$ cat src/shared/esw_pkg.sv
// Shared constants and types for the nonvolatile transfer list walker.
// Assumes a 12-bit serial control port address space and byte-wide data.
`default_nettype none

package esw_pkg;

	// ----------------------------------------------------------------
	// Address map
	// ----------------------------------------------------------------
	localparam logic [11:0] LIST_BASE     = 12'ha00; // First list byte
	localparam logic [3:0]  LIST_PAGE     = 4'ha;    // Address bits 11:8 of the list area
	localparam int          LIST_DEPTH    = 256;     // List bytes, 0xa00 to 0xaff
	localparam int          LIST_AW       = 8;       // List index width

	// ----------------------------------------------------------------
	// Command byte layout
	// ----------------------------------------------------------------
	localparam int          CMD_OP_BIT    = 7;       // Set: operational code
	localparam logic [6:0]  OP_COMMIT     = 7'h00;   // Buffered to active copy
	localparam logic [6:0]  OP_END        = 7'h7f;   // End of list
	localparam logic [7:0]  CMD_COMMIT    = {1'b1, OP_COMMIT};
	localparam logic [7:0]  CMD_END       = {1'b1, OP_END};
	localparam logic [7:0]  CMD_MOVE_MAX  = 8'h7f;   // Move of 128 bytes

	// ----------------------------------------------------------------
	// Default list: two 128-byte moves, a commit, then end codes
	// ----------------------------------------------------------------
	localparam int          DEF_LEN       = 8;       // Bytes through the first end code

	// Reset value of one list byte
	function automatic logic [7:0] esw_default_byte(input int idx);
		logic [7:0] v;
		v = CMD_END;
		case (idx)
			0: v = CMD_MOVE_MAX;
			1: v = 8'h00;
			2: v = 8'h00;
			3: v = CMD_MOVE_MAX;
			4: v = 8'h00;
			5: v = 8'h80;
			6: v = CMD_COMMIT;
			default: v = CMD_END;
		endcase
		return v;
	endfunction

	// ----------------------------------------------------------------
	// Types
	// ----------------------------------------------------------------
	// One access to the list memory
	typedef struct packed {
		logic [LIST_AW-1:0] addr;
		logic [7:0]         wdata;
		logic               wr;
		logic               rd;
	} esw_list_req_t;

	// Walker states
	typedef enum logic [3:0] {
		ST_IDLE, ST_CMD_RD, ST_CMD, ST_AHI_RD, ST_AHI, ST_ALO_RD, ST_ALO,
		ST_BANK_RD, ST_BANK_WAIT, ST_NV_WR, ST_NV_RD, ST_BANK_WR, ST_COMMIT
	} esw_state_t;

endpackage

`default_nettype wire

$ cat src/hdl/esw_walker.sv
// Walker that runs the transfer list to save or load register bytes.
// Assumes a register bank answering reads one cycle later, and a
// nonvolatile store that completes each request on nv_ready_in.
//
// Operation
// - MSB clear command means data move
// - Low seven bits are byte count minus one
// - Address follows command, high byte first
// - MSB set command means operational code
// - Commit copies buffered registers to active
// - End code stops walk and transfer
// - Move named bytes to store or back
// - Reset loads default save-all-and-commit list
// - Commit takes effect on next edge
// - Pending flag high while transfer runs
// - Save trigger starts save, self-clears after
`default_nettype none
`timescale 1ns/1ps

module esw_walker
	import esw_pkg::*;
#(
	parameter int NV_AW = 9                    // Store address width
) (
	input  wire logic             clock_in,        // System clock
	input  wire logic             sys_rst_in,      // Synchronous reset
	// Serial control port view of the list area
	input  wire logic [11:0]      scp_addr_in,     // Register address
	input  wire logic [7:0]       scp_wdata_in,    // Write data
	input  wire logic             scp_wr_in,       // Write strobe
	input  wire logic             scp_rd_in,       // Read strobe
	output logic [7:0]            scp_rdata_out,   // Read data
	output logic                  scp_rvalid_out,  // Read data valid pulse
	// Triggers and status
	input  wire logic             save_trigger_in, // Start save pulse
	input  wire logic             load_trigger_in, // Start load pulse
	output logic                  save_trigger_out,// Save bit readback
	output logic                  pending_out,     // Transfer in progress
	output logic                  commit_out,      // Buffered to active pulse
	// Register bank
	output logic [15:0]           bank_addr_out,   // Register address
	output logic                  bank_rd_out,     // Read strobe
	output logic                  bank_wr_out,     // Write strobe
	output logic [7:0]            bank_wdata_out,  // Write data
	input  wire logic [7:0]       bank_rdata_in,   // Read data, next cycle
	// Nonvolatile store
	output logic [NV_AW-1:0]      nv_addr_out,     // Store address
	output logic                  nv_rd_out,       // Read request
	output logic                  nv_wr_out,       // Write request
	output logic [7:0]            nv_wdata_out,    // Write data
	input  wire logic [7:0]       nv_rdata_in,     // Read data
	input  wire logic             nv_ready_in      // Request done
);

	// ----------------------------------------------------------------
	// Declarations
	// ----------------------------------------------------------------
	esw_state_t      state;                    // Walker state
	logic            save_mode;                // High: save, low: load
	logic [LIST_AW:0] ptr;                     // List index, top bit is overrun
	logic [6:0]      remain;                   // Bytes left minus one
	logic [15:0]     reg_addr;                 // Current register address
	logic [7:0]      data;                     // Byte in flight
	logic [NV_AW-1:0] nv_addr;                 // Current store address
	logic [7:0]      list_rdata;               // List memory read data
	esw_list_req_t   list_req;                 // List memory request
	logic            scp_hit;                  // Port address in list area
	logic            busy;                     // Walk in progress
	logic            list_rd;                  // Walker reads list this cycle
	logic            last_byte;                // Final byte of a move
	logic            byte_done;                // A byte finished this cycle

	assign busy      = (state != ST_IDLE);
	assign scp_hit   = (scp_addr_in[11:8] == LIST_PAGE);
	assign list_rd   = (state == ST_CMD_RD) || (state == ST_AHI_RD) ||
	                   (state == ST_ALO_RD);
	assign last_byte = (remain == 7'h00);
	assign byte_done = ((state == ST_NV_WR) && nv_ready_in) || (state == ST_BANK_WR);

	// ----------------------------------------------------------------
	// List memory and port arbitration
	// ----------------------------------------------------------------
	// Walker owns the memory while busy; port writes then are dropped
	// so the list cannot change under a running walk.
	always_comb begin
		list_req = '0;
		if (busy) begin
			list_req.addr = ptr[LIST_AW-1:0];
			list_req.rd   = list_rd;
		end else begin
			list_req.addr  = scp_addr_in[LIST_AW-1:0];
			list_req.wdata = scp_wdata_in;
			list_req.wr    = scp_hit && scp_wr_in;
			list_req.rd    = scp_hit && scp_rd_in;
		end
	end

	esw_list_mem #(
		.DEPTH     (LIST_DEPTH)
	) u_list_mem (
		.clock_in  (clock_in),
		.sys_rst_in(sys_rst_in),
		.req_in    (list_req),
		.rdata_out (list_rdata)
	);

	// Port read answer one cycle after the strobe
	always_ff @(posedge clock_in) begin
		if (sys_rst_in) begin
			scp_rvalid_out <= 1'b0;
		end else begin
			scp_rvalid_out <= !busy && scp_hit && scp_rd_in;
		end
	end

	assign scp_rdata_out = list_rdata;

	// ----------------------------------------------------------------
	// Walker state machine
	// ----------------------------------------------------------------
	always_ff @(posedge clock_in) begin
		if (sys_rst_in) begin
			state <= ST_IDLE;
		end else begin
			unique case (state)
				ST_IDLE: begin
					if (save_trigger_in || load_trigger_in) begin
						state <= ST_CMD_RD;
					end
				end
				// Running off the list end counts as end of list
				ST_CMD_RD: state <= ptr[LIST_AW] ? ST_IDLE : ST_CMD;
				ST_CMD: begin
					if (!list_rdata[CMD_OP_BIT]) begin
						state <= ST_AHI_RD;
					end else if (list_rdata[6:0] == OP_COMMIT) begin
						state <= ST_COMMIT;
					end else begin
						state <= ST_IDLE;
					end
				end
				ST_AHI_RD: state <= ptr[LIST_AW] ? ST_IDLE : ST_AHI;
				ST_AHI:    state <= ST_ALO_RD;
				ST_ALO_RD: state <= ptr[LIST_AW] ? ST_IDLE : ST_ALO;
				ST_ALO:    state <= save_mode ? ST_BANK_RD : ST_NV_RD;
				ST_BANK_RD:   state <= ST_BANK_WAIT;
				ST_BANK_WAIT: state <= ST_NV_WR;
				ST_NV_WR: begin
					if (nv_ready_in) begin
						state <= last_byte ? ST_CMD_RD : ST_BANK_RD;
					end
				end
				ST_NV_RD: begin
					if (nv_ready_in) begin
						state <= ST_BANK_WR;
					end
				end
				ST_BANK_WR: state <= last_byte ? ST_CMD_RD : ST_NV_RD;
				ST_COMMIT:  state <= ST_CMD_RD;
			endcase
		end
	end

	// ----------------------------------------------------------------
	// Mode of the running transfer
	// ----------------------------------------------------------------
	// Save wins if both triggers arrive together
	always_ff @(posedge clock_in) begin
		if (sys_rst_in) begin
			save_mode <= 1'b0;
		end else if (state == ST_IDLE && (save_trigger_in || load_trigger_in)) begin
			save_mode <= save_trigger_in;
		end
	end

	// ----------------------------------------------------------------
	// List pointer
	// ----------------------------------------------------------------
	always_ff @(posedge clock_in) begin
		if (sys_rst_in) begin
			ptr <= '0;
		end else if (state == ST_IDLE) begin
			ptr <= '0;
		end else if (state == ST_CMD || state == ST_AHI || state == ST_ALO) begin
			ptr <= ptr + 1'b1;
		end
	end

	// ----------------------------------------------------------------
	// Move count and register address
	// ----------------------------------------------------------------
	always_ff @(posedge clock_in) begin
		if (sys_rst_in) begin
			remain   <= 7'h00;
			reg_addr <= 16'h0000;
		end else if (state == ST_CMD) begin
			remain <= list_rdata[6:0];
		end else if (state == ST_AHI) begin
			reg_addr[15:8] <= list_rdata;
		end else if (state == ST_ALO) begin
			reg_addr[7:0] <= list_rdata;
		end else if (byte_done && !last_byte) begin
			remain   <= remain - 7'h01;
			reg_addr <= reg_addr + 16'h0001;
		end
	end

	// ----------------------------------------------------------------
	// Store address, runs on through all moves of one transfer
	// ----------------------------------------------------------------
	always_ff @(posedge clock_in) begin
		if (sys_rst_in) begin
			nv_addr <= '0;
		end else if (state == ST_IDLE) begin
			nv_addr <= '0;
		end else if (byte_done) begin
			nv_addr <= nv_addr + 1'b1;
		end
	end

	// ----------------------------------------------------------------
	// Byte in flight
	// ----------------------------------------------------------------
	always_ff @(posedge clock_in) begin
		if (sys_rst_in) begin
			data <= 8'h00;
		end else if (state == ST_BANK_WAIT) begin
			data <= bank_rdata_in;
		end else if (state == ST_NV_RD && nv_ready_in) begin
			data <= nv_rdata_in;
		end
	end

	// ----------------------------------------------------------------
	// Outputs
	// ----------------------------------------------------------------
	// One-cycle commit pulse; the bank copies on the next edge
	assign commit_out       = (state == ST_COMMIT);
	assign pending_out      = busy;
	assign save_trigger_out = busy && save_mode;
	assign bank_addr_out    = reg_addr;
	assign bank_rd_out      = (state == ST_BANK_RD);
	assign bank_wr_out      = (state == ST_BANK_WR);
	assign bank_wdata_out   = data;
	assign nv_addr_out      = nv_addr;
	assign nv_rd_out        = (state == ST_NV_RD);
	assign nv_wr_out        = (state == ST_NV_WR);
	assign nv_wdata_out     = data;

endmodule // esw_walker

`default_nettype wire

$ cat src/hdl/esw_list_mem.sv
// Byte memory holding the transfer list, with registered read data.
// Assumes one request per cycle; reset reloads the default list.
`default_nettype none
`timescale 1ns/1ps

module esw_list_mem
	import esw_pkg::*;
#(
	parameter int DEPTH = LIST_DEPTH
) (
	input  wire logic          clock_in,   // System clock
	input  wire logic          sys_rst_in, // Synchronous reset
	input  wire esw_list_req_t req_in,     // Read or write request
	output logic [7:0]         rdata_out   // Data of last read
);

	logic [7:0] mem [DEPTH];                // Flop array so reset can load it

	// ----------------------------------------------------------------
	// Storage
	// ----------------------------------------------------------------
	// Reset restores the default list so software need not program it
	always_ff @(posedge clock_in) begin
		if (sys_rst_in) begin
			for (int i = 0; i < DEPTH; i++) begin
				mem[i] <= esw_default_byte(i);
			end
		end else if (req_in.wr) begin
			mem[req_in.addr] <= req_in.wdata;
		end
	end

	// Read port, one cycle latency
	always_ff @(posedge clock_in) begin
		if (sys_rst_in) begin
			rdata_out <= 8'h00;
		end else if (req_in.rd) begin
			rdata_out <= mem[req_in.addr];
		end
	end

endmodule // esw_list_mem

`default_nettype wire

$ cat config.mk
export PLATFORM = sky130hd
export DESIGN_NAME = esw_walker
export DESIGN_NICKNAME = d
export VERILOG_FILES = /design/src/shared/esw_pkg.sv /design/src/hdl/esw_walker.sv /design/src/hdl/esw_list_mem.sv
export SDC_FILE = /design/constraint.sdc
export NUM_CORES = 2
export LEC_CHECK = 0
export ABC_CLOCK_PERIOD_IN_PS = 5800
export BUFFER_PORTS_ARGS = -buffer_cell sky130_fd_sc_hd__buf_4
export CAP_MARGIN = 10
export CORE_UTILIZATION = 40
export DETAILED_ROUTE_END_ITERATION = 6
export MAX_ROUTING_LAYER = met4
export PLACE_DENSITY = 0.66
export SLEW_MARGIN = 30
export SYNTH_ARGS = -nofsm -noshare
export SYNTH_HDL_FRONTEND = slang
export SYNTH_SLANG_ARGS = --single-unit
export TNS_END_PERCENT = 10
$ cat constraint.sdc
create_clock -name clock_in -period 5.8 [get_ports clock_in]
set_input_delay 1.16 -clock clock_in [delete_from_list [all_inputs] [get_ports clock_in]]
set_output_delay 1.16 -clock clock_in [all_outputs]
set_load 0.01 [all_outputs]
## Yosys cells after proc, flatten, opt, wreduce, memory -nomap -nowiden

Memory sizes are Yosys's and may differ from the RTL's. A register that Yosys moved wholly into a read port is not among the register bits.
Index checks and enable logic that the tools add are counted.

- Logic and storage cells: 103
- Bits of input ports: 43
- RAM bits: 2048
- Memories kept: 1
- Output and inout bits: 57
- Register bits: 55

- Equal/unequal tests: 19
- Add/sub/neg operators: 4
- Reductions and logical operators: 31
- Bitwise gates (word level): 2
- Mux-type cells: 37

Memory list:

| memory | words | width | read ports | clocked after Yosys merged registers in | write ports | line | source |
|---|---|---|---|---|---|---|---|
| u_list_mem.mem | 256 | 8 | 1 | 1 | 256 | esw_list_mem.sv:17 | `logic [7:0] mem [DEPTH];` |

Operators with widths:

| kind | number |
|---|---|
| 2-to-1 mux 8 bit | 12 |
| one-hot mux 4 bit (13 select lines) | 1 |
| 2-to-1 mux 4 bit | 7 |
| 2-to-1 mux 7 bit | 4 |
| equality test 4 bit, second input constant | 6 |
| adder 9 x 1 -> 9 bit, second input constant | 2 |
| adder 16 x 1 -> 16 bit, second input constant | 1 |
| equality test 4 x 3 -> 1 bit, second input constant | 4 |
| 2-to-1 mux 16 bit | 1 |
| logical NOT 7 bit | 2 |
| AND reduction 3 bit | 4 |
| logical AND 1 bit | 9 |
| 2-to-1 mux 3 bit | 3 |
| 2-to-1 mux 9 bit | 1 |
| equality test 4 x 2 -> 1 bit, second input constant | 2 |
| != test 2 bit, second input constant | 4 |
| nonzero test 2 bit | 4 |
| OR reduction 8 bit | 1 |
| 2-to-1 mux 1 bit | 7 |
| subtractor 7 x 1 -> 7 bit, second input constant | 1 |
| logical OR 1 bit | 6 |
| equality test 4 x 1 -> 1 bit, second input constant | 1 |
| logical NOT 4 bit | 1 |
| != test 2 x 1 -> 1 bit, second input constant | 2 |
| 5 further kinds | 7 |

## Logic depth before layout (Yosys ltp)

- Word-level depth: 8
- Depth in mapped cells: 17

## By module

Synthesis repeated with hierarchy kept, for this count alone.

- Cell total of the unflattened synthesis: 7081
- Area, all modules: 99968.4 um2

By module, submodules not included:

| module | times used | area an instance (um2) | cells an instance | seq. area each (um2) |
|---|---|---|---|---|
| esw_list_mem | 1 | 96456.3 | 6657 | 61659.1 |
| esw_walker | 1 | 3512.1 | 424 | 1101.1 |

## Least setup slack after synthesis

Ideal clock, no wire load.

- Kind: input -> register
- Start point: in scp_addr_in[0]
- End point: mem u_list_mem.mem[185][0], enable pin
- Setup slack: 2.204 ns
- Path buffers: 4
- Arrival time: 3.287 ns
- Required time: 5.491 ns
- Setup time: 0.309 ns
- Stages on the path: 10
- Cells stage by stage: and4bb_2 -> a21oi_4 -> buf_12 -> buf_6 -> buf_4 -> nor2_1 -> nand3_1 -> buf_2 -> nor2_1 -> or2_2

RTL lines:

| what | line | source |
|---|---|---|
| start, declared | esw_walker.sv:28 | `input wire logic [11:0] scp_addr_in,` |
| end, declared | esw_list_mem.sv:17 |  |

## Worst setup path in the final report

- Start point: reg state[2]
- End point: reg u_list_mem.rdata_out[6] (read register of u_list_mem.mem)

- Longest elaborated chain between the ends: 4
- Elaborated cells on any way between the ends: 8
- Those cells by class: eq/ne (3); mux (2); reduce/logical (3)

Ends and longest elaborated chain:

| what | line | source |
|---|---|---|
| start, declared | esw_walker.sv:58 | `esw_state_t state;` |
| start signal, assigned | esw_walker.sv:132 | `ST_CMD_RD: state <= ptr[LIST_AW] ? ST_IDLE : ST_CMD;` |
| start signal, assigned | esw_walker.sv:142 | `ST_AHI_RD: state <= ptr[LIST_AW] ? ST_IDLE : ST_AHI;` |
| start signal, assigned | esw_walker.sv:144 | `ST_ALO_RD: state <= ptr[LIST_AW] ? ST_IDLE : ST_ALO;` |
| equality test 4 x 1 -> 1 bit / equality test 4 x 2 -> 1 bit (equally long branches) | esw_walker.sv:75 | `assign list_rd = (state == ST_CMD_RD) \|\| (state == ST_AHI_RD) \|\|` |
| logical OR 1 bit (2 in a row) | esw_walker.sv:75 |  |
| 2-to-1 mux 1 bit | esw_walker.sv:87 | `if (busy) begin` |
| end, declared | esw_list_mem.sv:14 | `output logic [7:0] rdata_out` |

Parallel ways exist; a longest one is shown, timed or not.
A chain may end at the register's enable or synchronous reset.

==> impl_metrics.toml <==
[sta]
worst_slack_ps = 573
fin_crit_sh_pct = 90.1
min_period_ps = 5230
slew_viol_final = 0
rsz0062_at_grt = "no"
setup_viol = 0
clock_skew_ps = 62.8
hold_viol_final = 0
fmax_mhz = 191
slew-limit-headroom_pct = 25.0
whs_ps = 502
max_slew.worst_pin.slew_ps = 1130

[setup_path]
end_kind = "flop"
path_max_fanout = 36
crit_slowest_cell = "mux2_2"
critPathKind = "reg -> reg"
arrival_ps = 5960
crit_path_cell_trace = "inv_1 > ha_1 > nor3b_4 > buf_4 > mux2_2 > nand2_1 > buf_4 > a31oi_1 > and3_1 > a31oi_1 > a31oi_1 > a2111oi_0 > a41oi_1"
slowest_delay_ps = 580
setup.worst_path.start_class = "flop"
required_ps = 6540
crit_top_cell = "a31oi_1"

[detailed_routing]
wirelength_um = 318000
drc_errors = 11
vias_per_cell = 5.90
drt.antenna.violating_nets = 0
drt_iter0_drc = 11300
drt_first_pass_iters = 7
vias = 71600
wl_per_cell_um = 26.2

[run_status]
violations = "DRC"
status = "complete, but fails checks"

[layout]
fillers = 21400
multiInputGateArea_sq_mm = 0.0293
area_growth_pct = 12.2
fin_cells = 12100
drive_above_1_share_pct = 12.2
fin_area_sq_mm = 0.107
nets = 8832
regArea_sq_mm = 0.0628

[floorplanning]
num_rows = 178
dieHeight_um = 490
die-width_um = 490
core_sq_mm = 0.236
die_area_sq_mm = 0.240
start_util_pct = 40.3
ios = 100

[synth]
yosys.area_share.xor_xnor_pct = 0.230
synthAdderAreaFrac_pct = 0.105
avgSynthCellArea_sq_um = 10.8
yosys.area.top_type = "edfxtp_1"
synthCells = 8830
ys_ff_latch = 2111
async_flop_share_pct = 0
synthTopCellsByArea = "edfxtp_1 65%, nand2_1 14%, nand3_1 3.2%, or2_2 1.7%, mux2i_1 1.7%"
synth-edff-count = 2048
synthFlopType = "edfxtp_1"
synth_compound_area_share_pct = 4.25
synth.top_cell.area_share_pct = 64.6
synthMuxAreaShare_pct = 2.80
netlist-cell-type-count = 82
synth_common_cells = "3642 x nand2_1, 2048 x edfxtp_1, 611 x nand3_1, 382 x nor2_1, 337 x clkbuf_1"
yosys.area_share.simple_pct = 23.1
yosysWarnings = 0
synthesis.nets = 8881
synth_top_family_by_area = "simple AND/OR/NAND/NOR gates"
syn-cell-area_sq_mm = 0.0951
yosysSeqAreaShare_pct = 66.0
synthMostInstantiatedCell = "nand2_1"

[power_and_ir_drop]
power_density_mw_per_mm2 = 335
p_leak_uw = 0.0317
vdd_drop_max_v = 0.000336

[clocking]
cts_buffer_depth = 3
hold_buffers = 0
clk_pin_slew_worst_paths_ps = 70
root_buffer = "clkbuf_16"
cts_tree = "yes"
post_cts_buffers = 0
cts-resized-gates = 0
clk-insertion-delay-late_ps = 900
cts.sinks = 2111
htreeDepth = 4
numCtsBuffers = 212

[global_routing]
grt-ovfl-total = 0
grt_max_degree = 145
grt_pass1_wl_um = 458000
antenna_found_initial = 9
grt_pass1_vias = 67100
track_usage_pct = 26.8

[placement]
dpl_cell_area_sq_mm = 0.0996
dp_cells = 11700
port_buffers = 99
pre_cts_slack_ps = 693
gp_congestion = 0.992
post-dp-hpwl_um = 206000

[flow_run]
max-cap-violations = 0

[min_path]
hp-class = "reg -> reg"
power breakdown:
part           internal [uW]  switching (uW)  total [uW]
registers              16700            21.7       16700
logic                   1160            3850        5010
clock network           7890            6140       14000
total                  25700           10000       35700
placed cells by master, fill, tap and decap left out, drive strengths merged, types with 15 or more instances in the layout:
master  synthesis  routed
nand3         611     611
nand2        3643    3643
and3           48      48
clkbuf        337     256
o21ai          29      29
a311oi         42      42
nand4         156     156
xor2           18      18
nor3           20      20
a32oi         105     105
nor2          410     410
buf           336     411
a31oi         139     139
or2           260     260
mux2i         158     158
edfxtp       2048    2048
nand2b         24      24
dfxtp          63      63
bufinv          0      24
nor4           15      15
a211oi         33      33
inv            17      23
a41oi          16      16
a21oi          76      76
a22oi          39      39
mux4           44      44
clkinv          0     104
layer usage:
metal / vias up / track usage [%] / wire [um]
met3: 864 / 6.86 / 41400
met4: 0 / 14.6 / 20200
met5: - / - / 0
met1: 35000 / 33.8 / 117000
met2: 4954 / 39.3 / 140000
li1: 30800 / - / -
final timing paths:
path / end / depth (start not counted) / start / slack, ps
setup / recovery: u_list_mem.rdata_out[6] / 13 / state[2] / 570
hold / removal: state[3] / 2 / state[3] / 500
setup reg to reg: u_list_mem.rdata_out[6] / 13 / state[2] / 570
hold reg to reg: state[3] / 2 / state[3] / 500
logic make-up (layout without fill, tap and decap cells):
group,count (synthesis),after routing
other,0,12
adders and majority gates,8,8
buffers and inverters,691,828
and+or+nand+nor,5232,5232
xor gates and xnor gates,25,25
DFF,2111,2111
muxes,209,209
AOI/OAI and AO/OA,554,554
critical path, delay by kind of cell (launching register included):
family	cells	cell delay (ps)
adders and majority gates	1	320
muxes	1	580
DFF	1	350
AOI/OAI and AO/OA	5	1800
buffers and inverters	3	960
and+or+nand+nor	3	1030
state kept, by name (all words and copies together), names as in the netlist:
signal                count
u_list_mem.mem         2048
nv_addr_out               9
bank_addr_out            16
u_list_mem.rdata_out      8
scp_rvalid_out            1
remain                    7
state                     4
ptr                       9
save_mode                 1
bank_wdata_out            8
cell type report:
cell class	count	area share [%]
Multi-Input combinational cell	6028	27.4
Clock inverter	144	1.42
Timing Repair Buffer	411	3.41
Clock buffer	256	5.17
Antenna cell	12	0.0281
Sequential cell	2111	58.8
Inverter	17	0.0598
Tap cell	3150	3.69
per-stage QoR:
step / setup TNS (ps) / power [uW] / utilization, %
final: 0 / 35700 / 45.3
after global routing: 0 / 36500 / 45.3
after CTS: 0 / 35600 / 45.2
after detailed placement: 0 / 21900 / 42.2
after global placement: -82.6 / 21800 / 42.2
after floorplan: 0 / 19900 / -
No activity file was read; power rests on OpenSTA's default activity.
